### src/hw/cantrx_map.vh
// Constants for the CAN transceiver control block: register offsets, fields, timing.
// Assumes a 250 MHz APB clock and 32-bit data with one aligned word per register.
`ifndef CANTRX_MAP_VH
`define CANTRX_MAP_VH

// Register byte offsets
`define CANTRX_COMMAND_REGISTER_ZERO_ADDR 12'h000
`define CANTRX_OPERATING_STATUS_REGISTER_ZERO_ADDR 12'h004
`define CANTRX_DIAG_ADDR 12'h008
`define CANTRX_IRQ_STAT_ADDR 12'h00C
`define CANTRX_IRQ_MASK_ADDR 12'h010

// command_register_zero fields
`define CANTRX_CMD_WAKE_CLEAR_BIT_BIT 0
`define CANTRX_CMD_RXONLY_BIT 1
// operating_status_register_zero fields
`define CANTRX_OPS_WAKE_BIT 0
`define CANTRX_OPS_RXONLY_BIT 1
`define CANTRX_OPS_SLEEP_BIT 2
`define CANTRX_OPS_STRAP_BIT 3
// communication_diagnosis_register fields
`define CANTRX_DIAG_CLAMP_BIT 0
`define CANTRX_DIAG_TXTO_BIT 1
`define CANTRX_DIAG_OT_BIT 2
// Interrupt status/mask fields: wake, clamp, tx timeout, overtemp
`define CANTRX_IRQ_W 4

// Timing figures as printed
`define CANTRX_CLK_MHZ 250
`define CANTRX_WAKE_FILT_NS 750
`define CANTRX_DOM_DET_US 4000

`define CANTRX_ZERO32 32'h0000_0000
`endif

### src/hw/cantrx_dom_timer.v
// Counts consecutive cycles of an active level and flags when a limit is reached.
// Assumes the level is already synchronous to the clock.
module cantrx_dom_timer #(
   parameter CNT_W = 21,
   parameter [CNT_W-1:0] LIMIT = 21'd1
) (
   input wire pclk,
   input wire presetn,
   input wire level,
   output reg expired
);
   reg [CNT_W-1:0] cnt_reg;

   // Restart on every release, saturate at the limit
   always @(posedge pclk or negedge presetn) begin
      if (!presetn) begin
         cnt_reg <= {CNT_W{1'b0}};
         expired <= 1'b0;
      end else if (!level) begin
         cnt_reg <= {CNT_W{1'b0}};
         expired <= 1'b0;
      end else if (cnt_reg != LIMIT) begin
         cnt_reg <= cnt_reg + {{(CNT_W-1){1'b0}}, 1'b1};
         expired <= (cnt_reg == LIMIT - {{(CNT_W-1){1'b0}}, 1'b1});
      end
   end
endmodule // cantrx_dom_timer

### src/hw/cantrx_sync.v
// Two-flop synchroniser for one bit.
// Assumes the input may change at any time relative to pclk.
module cantrx_sync #(
   parameter [0:0] RESET_VAL = 1'b1
) (
   input wire pclk,
   input wire presetn,
   input wire d,
   output reg q
);
   reg meta_reg;

   // First stage feeds only the second
   always @(posedge pclk or negedge presetn) begin
      if (!presetn) begin
         meta_reg <= RESET_VAL;
         q <= RESET_VAL;
      end else begin
         meta_reg <= d;
         q <= meta_reg;
      end
   end
endmodule // cantrx_sync

### src/hw/cantrx_top.v
// Digital control of a high speed CAN transceiver: mode gating, remote wake, diagnosis, APB registers.
// Assumes bus data is 1 = recessive, 0 = dominant; driver enable is active high; APB at 250 MHz.
// Limitation: overtemperature arrives as a digital level and is not filtered here.
// Limitation: the mode pin is registered, so gating lags a mode change by one edge.
//
// Local design decisions: the APB interface to the registers and the placing of the registers.
`include "cantrx_map.vh"

module cantrx_top #(
   parameter DOM_CYCLES = `CANTRX_DOM_DET_US * `CANTRX_CLK_MHZ
) (
   input wire pclk,
   input wire presetn,
   input wire psel,
   input wire penable,
   input wire pwrite,
   input wire [11:0] paddr,
   input wire [31:0] pwdata,
   output reg [31:0] prdata,
   output reg pready,
   output reg pslverr,
   input wire tx_data_input,
   output reg rx_data_output,
   input wire bus_rx_state,
   output reg bus_tx_data,
   output reg bus_drv_en,
   input wire rx_only_mode,
   input wire sleep_state,
   input wire wake_enable_strap,
   input wire overtemp_in,
   output reg irq
);

   // Filter length rounded up so the filter never undercuts its lower bound
   localparam WAKE_CYC = (`CANTRX_WAKE_FILT_NS * `CANTRX_CLK_MHZ + 999) / 1000;
   // Counter widths are fixed; the defaults fit with room to spare
   localparam [7:0] WAKE_LIMIT = WAKE_CYC[7:0];
   localparam [21:0] DOM_LIMIT = DOM_CYCLES[21:0];
   localparam IRQ_W = `CANTRX_IRQ_W;
   // Wake states
   localparam [2:0] WK_ARM = 3'b001;
   localparam [2:0] WK_FILT = 3'b010;
   localparam [2:0] WK_WAIT = 3'b100;

   // Wake filter state
   reg [2:0] wk_state_reg;
   reg [2:0] wk_state_next;
   reg [7:0] wk_cnt_reg;
   reg [7:0] wk_cnt_next;
   reg wake_reg;
   reg wake_set;

   // Mode copy, diagnosis flags, interrupt registers
   reg rx_only_reg;
   reg clamp_reg;
   reg txto_reg;
   reg ot_reg;
   reg [IRQ_W-1:0] irq_stat_reg;
   reg [IRQ_W-1:0] irq_mask_reg;

   // Read path
   reg [31:0] rd_mux;
   reg addr_ok;

   // Internal nets
   wire bus_sync;
   wire tx_dom_sync;
   wire clamp_hit;
   wire txto_hit;
   wire wr_acc;
   wire wake_clr;
   wire [IRQ_W-1:0] irq_events;

   // Bus state into the clock domain before any timing
   // Reset recessive so leaving reset never looks like a dominant edge
   cantrx_sync #(.RESET_VAL(1'b1)) u_bus_sync (
      .pclk(pclk),
      .presetn(presetn),
      .d(bus_rx_state),
      .q(bus_sync)
   );

   // Transmit input taken as synchronous; inverted so high means dominant
   assign tx_dom_sync = ~tx_data_input;

   // Long-dominant detectors, running in every mode
   // One shared length; a parameter so short benches can reach it
   cantrx_dom_timer #(.CNT_W(22), .LIMIT(DOM_LIMIT)) u_clamp_tmr (
      .pclk(pclk),
      .presetn(presetn),
      .level(~bus_sync),
      .expired(clamp_hit)
   );
   cantrx_dom_timer #(.CNT_W(22), .LIMIT(DOM_LIMIT)) u_txto_tmr (
      .pclk(pclk),
      .presetn(presetn),
      .level(tx_dom_sync),
      .expired(txto_hit)
   );

   // Register write decode, shared by every writable register
   function reg_wr;
      input acc;
      input [11:0] addr;
      input [11:0] target;
      begin
         reg_wr = acc && (addr == target);
      end
   endfunction

   // Writes land only on the edge where the master sees pready high
   assign wr_acc = psel && penable && pwrite && pready;
   assign wake_clr = reg_wr(wr_acc, paddr, `CANTRX_COMMAND_REGISTER_ZERO_ADDR) && pwdata[`CANTRX_CMD_WAKE_CLEAR_BIT_BIT];

   // Data path; the mode latches on the edge, driver follows it
   // Receive path is never gated: listening stays on in both modes
   always @(posedge pclk or negedge presetn) begin
      if (!presetn) begin
         rx_only_reg <= 1'b0;
         bus_drv_en <= 1'b0;
         bus_tx_data <= 1'b1;
         rx_data_output <= 1'b1;
      end else begin
         rx_only_reg <= rx_only_mode;
         bus_drv_en <= ~rx_only_mode;
         bus_tx_data <= rx_only_mode ? 1'b1 : tx_data_input;
         rx_data_output <= bus_rx_state;
      end
   end

   // Wake filter: armed by recessive, filters dominant, then waits for recessive
   always @* begin
      wk_state_next = wk_state_reg;
      wk_cnt_next = wk_cnt_reg;
      wake_set = 1'b0;
      case (wk_state_reg)
         WK_ARM: begin
            // Waiting for dominant after a recessive stretch
            wk_cnt_next = 8'h00;
            if (!bus_sync && sleep_state && wake_enable_strap) begin
               wk_state_next = WK_FILT;
            end
         end
         WK_FILT: begin
            // Any recessive sample or loss of sleep or strap restarts the filter
            if (bus_sync || !sleep_state || !wake_enable_strap) begin
               wk_state_next = WK_ARM;
            end else if (wk_cnt_reg == WAKE_LIMIT) begin
               wake_set = 1'b1;
               wk_state_next = WK_WAIT;
            end else begin
               wk_cnt_next = wk_cnt_reg + 8'h01;
            end
         end
         WK_WAIT: begin
            // Clamped dominant stays here, no re-trigger
            if (bus_sync) begin
               wk_state_next = WK_ARM;
            end
         end
         default: begin
            wk_state_next = WK_ARM;
         end
      endcase
   end

   // Wake state register; starts waiting for recessive
   always @(posedge pclk or negedge presetn) begin
      if (!presetn) begin
         wk_state_reg <= WK_WAIT;
         wk_cnt_reg <= 8'h00;
      end else begin
         wk_state_reg <= wk_state_next;
         wk_cnt_reg <= wk_cnt_next;
      end
   end

   // Wake flag: set wins over clear
   always @(posedge pclk or negedge presetn) begin
      if (!presetn) begin
         wake_reg <= 1'b0;
      end else if (wake_set) begin
         wake_reg <= 1'b1;
      end else if (wake_clr) begin
         wake_reg <= 1'b0;
      end
   end

   // Diagnosis flags follow detectors only; no configuration touched
   // Live status: a flag drops as soon as its condition goes
   always @(posedge pclk or negedge presetn) begin
      if (!presetn) begin
         clamp_reg <= 1'b0;
         txto_reg <= 1'b0;
         ot_reg <= 1'b0;
      end else begin
         clamp_reg <= clamp_hit;
         txto_reg <= txto_hit;
         ot_reg <= overtemp_in;
      end
   end

   // Rising edges of each flag raise sticky interrupt bits
   // Flag copies reset low, matching idle, so reset gives no false edge
   assign irq_events = {flag_rise(ot_reg, overtemp_in), flag_rise(txto_reg, txto_hit),
                        flag_rise(clamp_reg, clamp_hit), wake_set};

   // Rise of a level against its registered copy
   function flag_rise;
      input prev;
      input cur;
      begin
         flag_rise = cur & ~prev;
      end
   endfunction

   // Set wins over a same-cycle write-one clear, so no event is lost
   // irq sees new events at once; a mask or clear write shows one edge later
   always @(posedge pclk or negedge presetn) begin
      if (!presetn) begin
         irq_stat_reg <= {IRQ_W{1'b0}};
         irq_mask_reg <= {IRQ_W{1'b0}};
         irq <= 1'b0;
      end else begin
         if (reg_wr(wr_acc, paddr, `CANTRX_IRQ_STAT_ADDR)) begin
            irq_stat_reg <= (irq_stat_reg & ~pwdata[IRQ_W-1:0]) | irq_events;
         end else begin
            irq_stat_reg <= irq_stat_reg | irq_events;
         end
         if (reg_wr(wr_acc, paddr, `CANTRX_IRQ_MASK_ADDR)) begin
            irq_mask_reg <= pwdata[IRQ_W-1:0];
         end
         irq <= |((irq_stat_reg | irq_events) & irq_mask_reg);
      end
   end

   // Read mux
   // Unmapped offsets read zero and flag an error
   always @* begin
      rd_mux = `CANTRX_ZERO32;
      addr_ok = 1'b1;
      case (paddr)
         `CANTRX_COMMAND_REGISTER_ZERO_ADDR: begin
            rd_mux = `CANTRX_ZERO32;
         end
         `CANTRX_OPERATING_STATUS_REGISTER_ZERO_ADDR: begin
            rd_mux[`CANTRX_OPS_WAKE_BIT] = wake_reg;
            rd_mux[`CANTRX_OPS_RXONLY_BIT] = rx_only_reg;
            rd_mux[`CANTRX_OPS_SLEEP_BIT] = sleep_state;
            rd_mux[`CANTRX_OPS_STRAP_BIT] = wake_enable_strap;
         end
         `CANTRX_DIAG_ADDR: begin
            rd_mux[`CANTRX_DIAG_CLAMP_BIT] = clamp_reg;
            rd_mux[`CANTRX_DIAG_TXTO_BIT] = txto_reg;
            rd_mux[`CANTRX_DIAG_OT_BIT] = ot_reg;
         end
         `CANTRX_IRQ_STAT_ADDR: begin
            rd_mux[IRQ_W-1:0] = irq_stat_reg;
         end
         `CANTRX_IRQ_MASK_ADDR: begin
            rd_mux[IRQ_W-1:0] = irq_mask_reg;
         end
         default: begin
            addr_ok = 1'b0;
         end
      endcase
   end

   // APB slave: one wait state, pready pulses in the access phase
   // prdata holds after the pulse; only the pready edge qualifies it
   // A write takes effect on the edge where pready is seen high
   always @(posedge pclk or negedge presetn) begin
      if (!presetn) begin
         pready <= 1'b0;
         pslverr <= 1'b0;
         prdata <= `CANTRX_ZERO32;
      end else if (psel && penable && !pready) begin
         pready <= 1'b1;
         pslverr <= ~addr_ok;
         prdata <= pwrite ? `CANTRX_ZERO32 : rd_mux;
      end else begin
         pready <= 1'b0;
         pslverr <= 1'b0;
      end
   end
endmodule // cantrx_top

### config.mk
export PLATFORM = sky130hd
export DESIGN_NAME = cantrx_top
export DESIGN_NICKNAME = d
export VERILOG_FILES = /design/src/hw/cantrx_dom_timer.v /design/src/hw/cantrx_sync.v /design/src/hw/cantrx_top.v
export VERILOG_INCLUDE_DIRS = /design/src /design/src/hw
export SDC_FILE = /design/constraint.sdc
export NUM_CORES = 1
export LEC_CHECK = 0
export BUFFER_PORTS_ARGS = -buffer_cell sky130_fd_sc_hd__buf_2
export CORE_ASPECT_RATIO = 1.2
export CORE_MARGIN = 5
export CORE_UTILIZATION = 40
export CTS_BUF_LIST = sky130_fd_sc_hd__clkbuf_4 sky130_fd_sc_hd__clkbuf_8
export CTS_CLUSTER_DIAMETER = 120
export DETAILED_ROUTE_END_ITERATION = 8
export GPL_ROUTABILITY_DRIVEN = 0
export GPL_TIMING_DRIVEN = 1
export PLACE_DENSITY = 0.61
export SLEW_MARGIN = 20
export SYNTH_ARGS = -nofsm -noshare
export SYNTH_HDL_FRONTEND = slang
export SYNTH_SLANG_ARGS = --single-unit
### constraint.sdc
create_clock -name pclk -period 4.1 [get_ports pclk]
set_clock_uncertainty 0.2 [all_clocks]
set_input_delay 0.205 -clock pclk [delete_from_list [all_inputs] [get_ports pclk]]
set_output_delay 0.205 -clock pclk [all_outputs]
set_load 0.02 [all_outputs]
# Word level (Yosys, flattened, before mapping)

Index checks and enable logic that the tools add are counted.

Output and inout bits: 38
Bits in registers: 109
Bits of input ports: 55
Word-level logic and storage cells: 108

Bitwise logic cells: 13
Reduce and logical (&&, ||, !) cells: 25
Add/subtract/negate cells: 3
Equality and inequality tests: 17
Muxes and demuxes: 29

Operators with widths:

| cell                  | count |
|---|---|
| $mux 22               | 4 |
| $add 22x1->22 const B | 2 |
| $eq 22x20->1 const B  | 2 |
| $ne 22x20->1 const B  | 2 |
| $eq 12x4->1 const B   | 2 |
| $mux 8                | 2 |
| $pmux 8 s2            | 1 |
| $mux 1                | 13 |
| $eq 12x3->1 const B   | 1 |
| $eq 12x5->1 const B   | 1 |
| $logic_not 12->1      | 1 |
| $mux 3                | 4 |
| $pmux 3 s4            | 1 |
| $logic_and 1x1->1     | 10 |
| $pmux 3 s3            | 1 |
| $add 8x1->8 const B   | 1 |
| $and 4x4->4           | 2 |
| $eq 8x8->1 const B    | 1 |
| $mux 4                | 2 |
| $or 4x4->4            | 2 |
| $reduce_bool 2->1     | 4 |
| $ne 2x2->1 const B    | 3 |
| $reduce_and 3->1      | 2 |
| $not 1->1             | 5 |
| 12 further kinds      | 18 |

# Longest topological paths before layout

Gate-level depths: netlist (run 1).

Depth in word-level cells: 8
Mapped depth: 6
Mapped depth without buffers: 6

# Modules after synthesis

A second synthesis (run 1) with hierarchy kept.

Cell total of the unflattened synthesis: 443
Area total of the unflattened synthesis: 4454.3 um2

Modules (own cells, without submodules):

| module           | times used | cells each | seq. area each (um2) | area each (um2) |
|---|---|---|---|---|
| cantrx_dom_timer | 2          | 120        | 575.6                | 1223.7 |
| cantrx_top       | 1          | 201        | 854.6                | 1954.4 |
| cantrx_sync      | 1          | 2          | 52.6                 | 52.6 |

# Worst setup path before layout (run 1)

OpenSTA, ideal clock, no wires.

Kind: in2reg
From: input paddr[9]
To: register irq_mask_reg[0]
Arrival time: 2.110 ns
Buffers on the path: 0
Library setup time: 0.125 ns
Required time: 3.775 ns
Slack: 1.665 ns
Stages: 4
Path through: or4_4 > or4_4 > or4b_4 > mux2_4

Longest elaborated chain between the ends: 2

RTL lines:

| item                 | RTL line         | RTL |
|---|---|---|
| start, declared      | cantrx_top.v:17  | `input wire [11:0] paddr,` |
| $eq 12x5->1          | cantrx_top.v:107 | `reg_wr = acc && (addr == target);` |
| $logic_and 1x1->1    | cantrx_top.v:107 |  |
| end signal, assigned | cantrx_top.v:222 | `irq_mask_reg <= {IRQ_W{1'b0}};` |
| end signal, assigned | cantrx_top.v:231 | `irq_mask_reg <= pwdata[IRQ_W-1:0];` |
| end, declared        | cantrx_top.v:59  | `reg [IRQ_W-1:0] irq_mask_reg;` |

No other way between the ends.
A chain may end at the register's enable or synchronous reset.

# Worst setup path in the final report (run 1)

From: register u_txto_tmr.cnt_reg[2]
To: register u_txto_tmr.cnt_reg[21]

Longest elaborated chain between the ends: 3

RTL lines:

| item                   | RTL line              | RTL |
|---|---|---|
| start, declared        | cantrx_dom_timer.v:12 | `reg [CNT_W-1:0] cnt_reg;` |
| start signal, assigned | cantrx_dom_timer.v:17 | `cnt_reg <= {CNT_W{1'b0}};` |
| start signal, assigned | cantrx_dom_timer.v:20 | `cnt_reg <= {CNT_W{1'b0}};` |
| start signal, assigned | cantrx_dom_timer.v:23 | `cnt_reg <= cnt_reg + {{(CNT_W-1){1'b0}}, 1'b1};` |
| $add 22x1->22          | cantrx_dom_timer.v:23 |  |
| $mux 22                | cantrx_dom_timer.v:22 | `end else if (cnt_reg != LIMIT) begin` |
| $mux 22                | cantrx_dom_timer.v:19 | `end else if (!level) begin` |

Several ways; a longest one is shown, not always the timed one. The select of a mux whose other input is x is not followed.

==> results of run 1 <==
## kinds of logic after synthesis
logic type	count (synthesis)	share of synthesized area (%)
adder cells (fa/ha/maj)	6	1.74
AND/OR/NAND/NOR	196	25.2
XOR/XNOR	22	4.46
flip-flops	81	47.1
multiplexers	12	3.42
buffers and inverters	55	7.25
other	1	0.0869
AO/OA/AOI/OAI	75	10.8
## layout by cell type, fill, tap and decap left out, types with 4 or more instances in the layout
master,count
sky130_fd_sc_hd__dfstp_2,4
sky130_fd_sc_hd__dfrtp_1,77
sky130_fd_sc_hd__nor3_1,13
sky130_fd_sc_hd__nand2b_1,6
sky130_fd_sc_hd__nor4_1,10
sky130_fd_sc_hd__or3_1,7
sky130_fd_sc_hd__or2_2,4
sky130_fd_sc_hd__ha_1,6
sky130_fd_sc_hd__mux2_4,4
sky130_fd_sc_hd__o21ai_0,24
sky130_fd_sc_hd__xnor2_1,13
sky130_fd_sc_hd__o31ai_1,9
sky130_fd_sc_hd__nor2_1,42
sky130_fd_sc_hd__dlygate4sd3_1,9
sky130_fd_sc_hd__nor2b_1,6
sky130_fd_sc_hd__conb_1,28
sky130_fd_sc_hd__and3_1,10
sky130_fd_sc_hd__clkbuf_8,11
sky130_fd_sc_hd__a22oi_1,4
sky130_fd_sc_hd__mux2_2,6
sky130_fd_sc_hd__buf_2,35
sky130_fd_sc_hd__inv_1,15
sky130_fd_sc_hd__nand4_1,14
sky130_fd_sc_hd__a21oi_1,21
sky130_fd_sc_hd__nand3_1,21
sky130_fd_sc_hd__nand2_1,29
sky130_fd_sc_hd__xor2_1,9
sky130_fd_sc_hd__or4_1,9
sky130_fd_sc_hd__and4_1,7
## area by class of cell
cell class / instances / area, um2 / area share [%]
repair buffers: 45 / 277 / 5.78
flip-flops and latches: 81 / 2030 / 42.5
clock inverters: 2 / 12.5 / 0.261
well taps: 129 / 161 / 3.37
clock buffers: 14 / 174 / 3.63
inverters: 15 / 56.3 / 1.18
multi-input cells: 339 / 2070 / 43.3
## timing repair
| item | CTS | global route |
|---|---|---|
| hold endpoints to repair | 92 | 0 |
| setup endpoints to repair | 0 | 0 |
| hold buffers | 9 | 0 |
## cell usage after synthesis (2+ instances only)
cell and count:
sky130_fd_sc_hd__and3_1 10, sky130_fd_sc_hd__or4_1 9, sky130_fd_sc_hd__mux2_4 4, sky130_fd_sc_hd__and4_1 7, sky130_fd_sc_hd__a211oi_1 2, sky130_fd_sc_hd__a21oi_1 21
sky130_fd_sc_hd__nand2b_1 6, sky130_fd_sc_hd__buf_4 28, sky130_fd_sc_hd__mux2_2 6, sky130_fd_sc_hd__nor3b_1 2, sky130_fd_sc_hd__inv_1 15, sky130_fd_sc_hd__o21ai_0 24
sky130_fd_sc_hd__nand3_1 21, sky130_fd_sc_hd__nor4b_1 3, sky130_fd_sc_hd__mux2i_1 2, sky130_fd_sc_hd__nor2_1 42, sky130_fd_sc_hd__dfstp_2 4, sky130_fd_sc_hd__or4_4 2
sky130_fd_sc_hd__clkbuf_1 10, sky130_fd_sc_hd__a2bb2oi_1 3, sky130_fd_sc_hd__nor3_1 13, sky130_fd_sc_hd__or3_1 7, sky130_fd_sc_hd__ha_1 6, sky130_fd_sc_hd__nand2_1 29
sky130_fd_sc_hd__nand4_1 14, sky130_fd_sc_hd__dfrtp_1 77, sky130_fd_sc_hd__nor4_1 10, sky130_fd_sc_hd__nor4bb_1 2, sky130_fd_sc_hd__o31ai_1 9, sky130_fd_sc_hd__xnor2_1 13
sky130_fd_sc_hd__xor2_1 9, sky130_fd_sc_hd__or2_2 4, sky130_fd_sc_hd__nor2b_1 6, sky130_fd_sc_hd__nand3b_1 3, sky130_fd_sc_hd__a22oi_1 4
## through the flow
stage	std cells	utilization [%]	setup slack, ps	hold WS [ps]
CTS	625	45.3	1630	32.7
global placement	600	42.6	1490	110
finish	625	45.3	1650	38.1
floorplan	475	-	1670	-291
global route	625	45.3	1480	57.6
detailed placement	600	42.6	1480	117
## final timing paths
kind / from / end / slack, ps / cells past startpoint
worst max-delay path: u_txto_tmr.cnt_reg[2] / u_txto_tmr.cnt_reg[21] / 1650 / 4
worst min-delay path: pwrite / prdata[2] / 40 / 4
worst max register to register: u_txto_tmr.cnt_reg[2] / u_txto_tmr.cnt_reg[21] / 1650 / 4
worst min register to register: u_bus_sync.meta_reg / u_bus_sync.q / 170 / 0
max in group asynchronous: presetn / u_clamp_tmr.expired / 2950 / 2
min in group asynchronous: presetn / wk_cnt_reg[5] / 240 / 2
## routing by layer
metal / vias up / wire length (um) / global-route usage (%)
li1: 1644 / - / -
met1: 1615 / 3800 / 16.7
met2: 54 / 4410 / 24.0
met3: 13 / 376 / 4.15
met4: 0 / 150 / 5.28
met5: - / 0 / 0
## worst max-delay path, stage by stage, from the launching register on
cell and delay [ps]:
sky130_fd_sc_hd__dfrtp_1 450, sky130_fd_sc_hd__nand4_1 440, sky130_fd_sc_hd__or3_1 630, sky130_fd_sc_hd__or4_1 500
sky130_fd_sc_hd__a21oi_1 150
## power by group through the flow
stage / logic (uW) / registers [uW] / clock network, uW
2_1_floorplan: 84.0 / 838 / 0
3_3_place_gp: 104 / 842 / 0
4_1_cts: 113 / 827 / 575
3_5_place_dp: 106 / 842 / 0
6_report: 112 / 826 / 556
5_1_grt: 127 / 829 / 613
==> results_dict.tcl, run 1 <==
set metrics [dict create \
    result_of_the_run "completed" \
    synth_cell_types 56 \
    rsz0062_at_grt "no" \
    dieArea_um2 13000 \
    largest_cells_by_area_after_synthesis "sky130_fd_sc_hd__dfrtp_1, sky130_fd_sc_hd__buf_4, sky130_fd_sc_hd__nor2_1" \
    final_report_max_slew_violation_count 0 \
    fp-row-count 41 \
    drt_pass1_iterations 4 \
    grt_start_max_net_pins 82 \
    maximum_buffer_depth_of_the_clock_tree 2 \
    num_antenna_cells 0 \
    buffers_added_on_ports 36 \
    asyncSetResetFlopFracSynth_pct 100 \
    hold_viol 0 \
    post_synth_instance_area_um2 4320 \
    p_sw_uw 375 \
    timing_worst_slew_pin_value_ps 729 \
    cts_setup_buffers 0 \
    syn-instance-count 448 \
    ant_nets 0 \
    peakVddDrop_mv 0.106 \
    num_ports 93 \
    fin_setup_tns_ps 0 \
    critPathKind "reg2reg" \
    antenna_found_initial 0 \
    period_minus_slack_ps 2450 \
    die_h_um 124 \
    critical_path.endpoint_type "flop" \
    first_global_vias 3283 \
    n_fill_cell 1030 \
    clk_transition_reported_paths_ps 80 \
    detailedPlacementHpwl_um 6110 \
    clock_tree_from_tritoncts "yes" \
    grt_use_total_pct 14.0 \
    yosysWarnings 0 \
    finish.net_count 552 \
    crit_arrival_ps 2530 \
    sequentialPowerShare_pct 55.3 \
    power.density_cell_area_nw_per_um2 312 \
    cts.sinks 81 \
    synth_largest_area_cell "sky130_fd_sc_hd__dfrtp_1" \
    combPwrFrac_pct 7.5 \
    dpl-instance-area_um2 4510 \
    final-setup-viol-count 0 \
    yosys_register_bits 81 \
    grt_pass1_wl_um 15000 \
    avgViaCountPerCell 5.32 \
    synthDominantCellAreaShare_pct 44.6 \
    wirelength_um 8740 \
    first_iter_violations 198 \
    wl_per_cell_um 14.0 \
    ys.flop_type "sky130_fd_sc_hd__dfrtp_1" \
    synth_seq_area_share_pct 47.1 \
    cts_resized 0 \
    drive_above_1_share_pct 15.1 \
    cellInternalPower_uw 1120 \
    post_synth.cell_area_avg_um2 9.64 \
    worstPathRequired_ps 4180 \
    worstPathMaxFanout 13 \
    design_area_um2 4790 \
    fmax_mhz 408 \
    post-route-drc-count 0 \
    chipWidth_um 105 \
    crit_path_start_kind "flop" \
    effective_utilization_at_floorplan_pct 40.8 \
    grt-ovfl-total 0 \
    finalPower_uw 1490 \
    fin_crit_sh_pct 59.8 \
    clk-insertion-delay-late_ps 350 \
    max-slew-margin-rel_pct 51.4 \
    synth_edf_count 0 \
    clock_power_share_pct 37.2 \
    cts.htree.levels 3 \
    cap_viol_max_count 0 \
    layout-area-overhead-vs-synth_pct 10.9 \
    num_vias 3326 \
    static-leakage-power_uw 0.00204 \
    coreArea_um2 10600 \
    tritoncts_buffer_count 9 \
    clk_tree_root_cell "sky130_fd_sc_hd__clkbuf_8" \
    power.switching_fraction_pct 25.1 \
    hp-class "in2reg" \
]
No activity file was read; power rests on OpenSTA's default activity.
==> run 2: changes to the inputs <==
- clock period: 4.1 -> 2.5 ns (I/O delays scaled with it)
==> run 2 against run 1 <==
Cell area is 3.4% higher. Sequential power is 63% higher. Routed wire length is 3.0% higher. Critical path type is now in2reg. Count of clock-buffer cells in the layout stayed put. Die area stayed put. Worst hold slack worse by 3.8 ps. First-iteration DRC count is 36% lower. Sequential cell count stayed put. Combinational power is 85% higher.
==> results_dict.tcl, run 2 (synthesis results as in run 1) <==
set metrics [dict create \
    final_report_max_slew_violation_count 0 \
    drive_above_1_share_pct 15.8 \
    peakVddDrop_mv 0.248 \
    critPathKind "in2reg" \
    rr_endpoint "u_txto_tmr.cnt_reg[21]" \
    combPwrFrac_pct 8.4 \
    dieArea_um2 13000 \
    power.density_cell_area_nw_per_um2 497 \
    p_sw_uw 608 \
    timing.final.ws_setup_ps 48.6 \
    layout-area-overhead-vs-synth_pct 14.6 \
    critical_path.endpoint_type "flop" \
    cap_viol_max_count 0 \
    rsz0062_at_grt "no" \
    effective_utilization_at_floorplan_pct 40.8 \
    grt_pass1_wl_um 15600 \
    layout_common_cells "sky130_fd_sc_hd__dfrtp_1, sky130_fd_sc_hd__nor2_1, sky130_fd_sc_hd__buf_2" \
    sequentialPowerShare_pct 54.9 \
    max-slew-margin-rel_pct 64.1 \
    cts.sinks 81 \
    worstPathRequired_ps 2530 \
    fin_crit_sh_pct 98.1 \
    cts_setup_buffers 0 \
    critical_path.n_buffers_inverters 2 \
    end_point_of_the_worst_hold_path "prdata[0]" \
    coreArea_um2 10600 \
    finish.cell_count_without_fillers 641 \
    post-route-drc-count 0 \
    layout.cells.most_common "sky130_fd_sc_hd__dfrtp_1" \
    n_fill_cell 1029 \
    result_of_the_run "completed" \
    num_vias 3446 \
    tritoncts_buffer_count 9 \
    hp-class "in2reg" \
    grt-ovfl-total 0 \
    clk_transition_reported_paths_ps 80 \
    critical_path.cell_chain "dlygate4sd3_1, buf_2, or2_2, or4_4, or4b_4, mux2_4" \
    period_minus_slack_ps 2450 \
    wirelength_um 9010 \
    timing_worst_slew_pin_value_ps 538 \
    antenna_found_initial 0 \
    crit_path_start_kind "input pin" \
    worstHoldPathCells 3 \
    die_h_um 124 \
    first_iter_violations 126 \
    first_global_vias 3496 \
    cpPeakStageDelay_ps 590 \
    hold_path_startpoint "paddr[3]" \
    final_core_utilization_pct 46.8 \
    critical_path.slowest_cell "sky130_fd_sc_hd__or4b_4" \
    clk_tree_root_cell "sky130_fd_sc_hd__clkbuf_8" \
    placement.setup.worst_slack_ps 23.0 \
    drt_pass1_iterations 4 \
    crit_arrival_ps 2480 \
    crit_path_max_delay_family "simple AND/OR/NAND/NOR gates" \
    final-setup-viol-count 0 \
    maximum_buffer_depth_of_the_clock_tree 2 \
    grt_use_total_pct 14.3 \
    finalPower_uw 2460 \
    hold_viol 0 \
    rrSetupSlack_ps 250 \
    wl_per_cell_um 14.1 \
    dp.cells 605 \
    fmax_mhz 408 \
    grt_start_max_net_pins 42 \
    clock_power_share_pct 36.7 \
    cts.htree.levels 3 \
    footprint_of_the_multi_input_gates_um2 2080 \
    static-leakage-power_uw 0.00210 \
    clock_tree_from_tritoncts "yes" \
    ff2ff_path_depth 4 \
    power.switching_fraction_pct 24.7 \
    clk-insertion-delay-late_ps 340 \
    buffers_added_on_ports 36 \
    fin_setup_tns_ps 0 \
    num_ports 93 \
    ant_nets 0 \
    worstPathMaxFanout 4 \
    cellInternalPower_uw 1850 \
    origin_of_the_critical_flop_to_flop_path "u_txto_tmr.cnt_reg[2]" \
    fp-row-count 41 \
    avgViaCountPerCell 5.38 \
    detailedPlacementHpwl_um 6420 \
    num_antenna_cells 0 \
    finish.net_count 568 \
    chipWidth_um 105 \
    area.sequential_um2 2030 \
]
-- run 2: changes by cell type in the layout (fill, tap and decap cells not counted) --
cell / delta
sky130_fd_sc_hd__nor3_2: +1
sky130_fd_sc_hd__buf_6: -1
sky130_fd_sc_hd__buf_12: +1
sky130_fd_sc_hd__dlygate4sd3_1: +11
sky130_fd_sc_hd__buf_4: +5
sky130_fd_sc_hd__nor3_1: -1
-- run 2: final cells by class --
| type | count | area share (%) |
|---|---|---|
| inverter | 15 | 1.14 |
| sequential | 81 | 41.1 |
| multi-input combinational | 339 | 42.0 |
| clock inverter | 2 | 0.253 |
| timing repair buffer | 61 | 8.75 |
| tap | 129 | 3.26 |
| clock buffer | 14 | 3.52 |
-- run 2: layer usage --
metal  global-route usage [%]  vias to the layer above  routed length, um
li1                         -                     1677                  -
met1                     17.1                     1689               3750
met2                     25.1                       66               4720
met3                     3.47                       14                365
met4                     5.44                        0                175
met5                        0                        -                  0
-- run 2: power groups by stage --
stage          registers, uW  clock network (uW)  logic, uW
4_1_cts                 1350                 935        209
6_report                1350                 902        207
2_1_floorplan           1370                   0        138
3_3_place_gp            1370                   0        183
3_5_place_dp            1370                   0        186
5_1_grt                 1350                 986        233
-- run 2: worst min-delay path, delay by kind of cell --
| kind | cells | cell delay, ps |
|---|---|---|
| compound gates | 2 | 240 |
| buf+inv | 1 | 170 |
-- run 2: metrics by stage --
step                      hold WS [ps]  instance area (um2)
after global placement           -55.1                 4560
after floorplan                   -371                 4420
final                             34.2                 4950
after global routing              41.7                 4950
after CTS                         22.2                 4940
after detailed placement         -51.7                 4560
-- run 2: repair_timing --
item,4_1_cts,5_1_grt
endpoints found under the hold margin,78,0
endpoints found under the setup margin,0,1
gates resized for setup,0,1
hold buffers,20,0
-- run 2: how the worst max path moves through the flow --
| stage | from | end | slack [ps] | depth (start not counted) |
|---|---|---|---|---|
| global route | paddr[7] | irq_mask_reg[1] | 20 | 6 |
| detailed placement | paddr[9] | irq_mask_reg[0] | 20 | 5 |
| finish | paddr[7] | irq_mask_reg[0] | 50 | 6 |
| CTS | paddr[7] | irq_mask_reg[0] | 60 | 6 |
| floorplan | paddr[9] | irq_mask_reg[0] | 150 | 4 |
| global placement | paddr[9] | irq_mask_reg[1] | 40 | 5 |
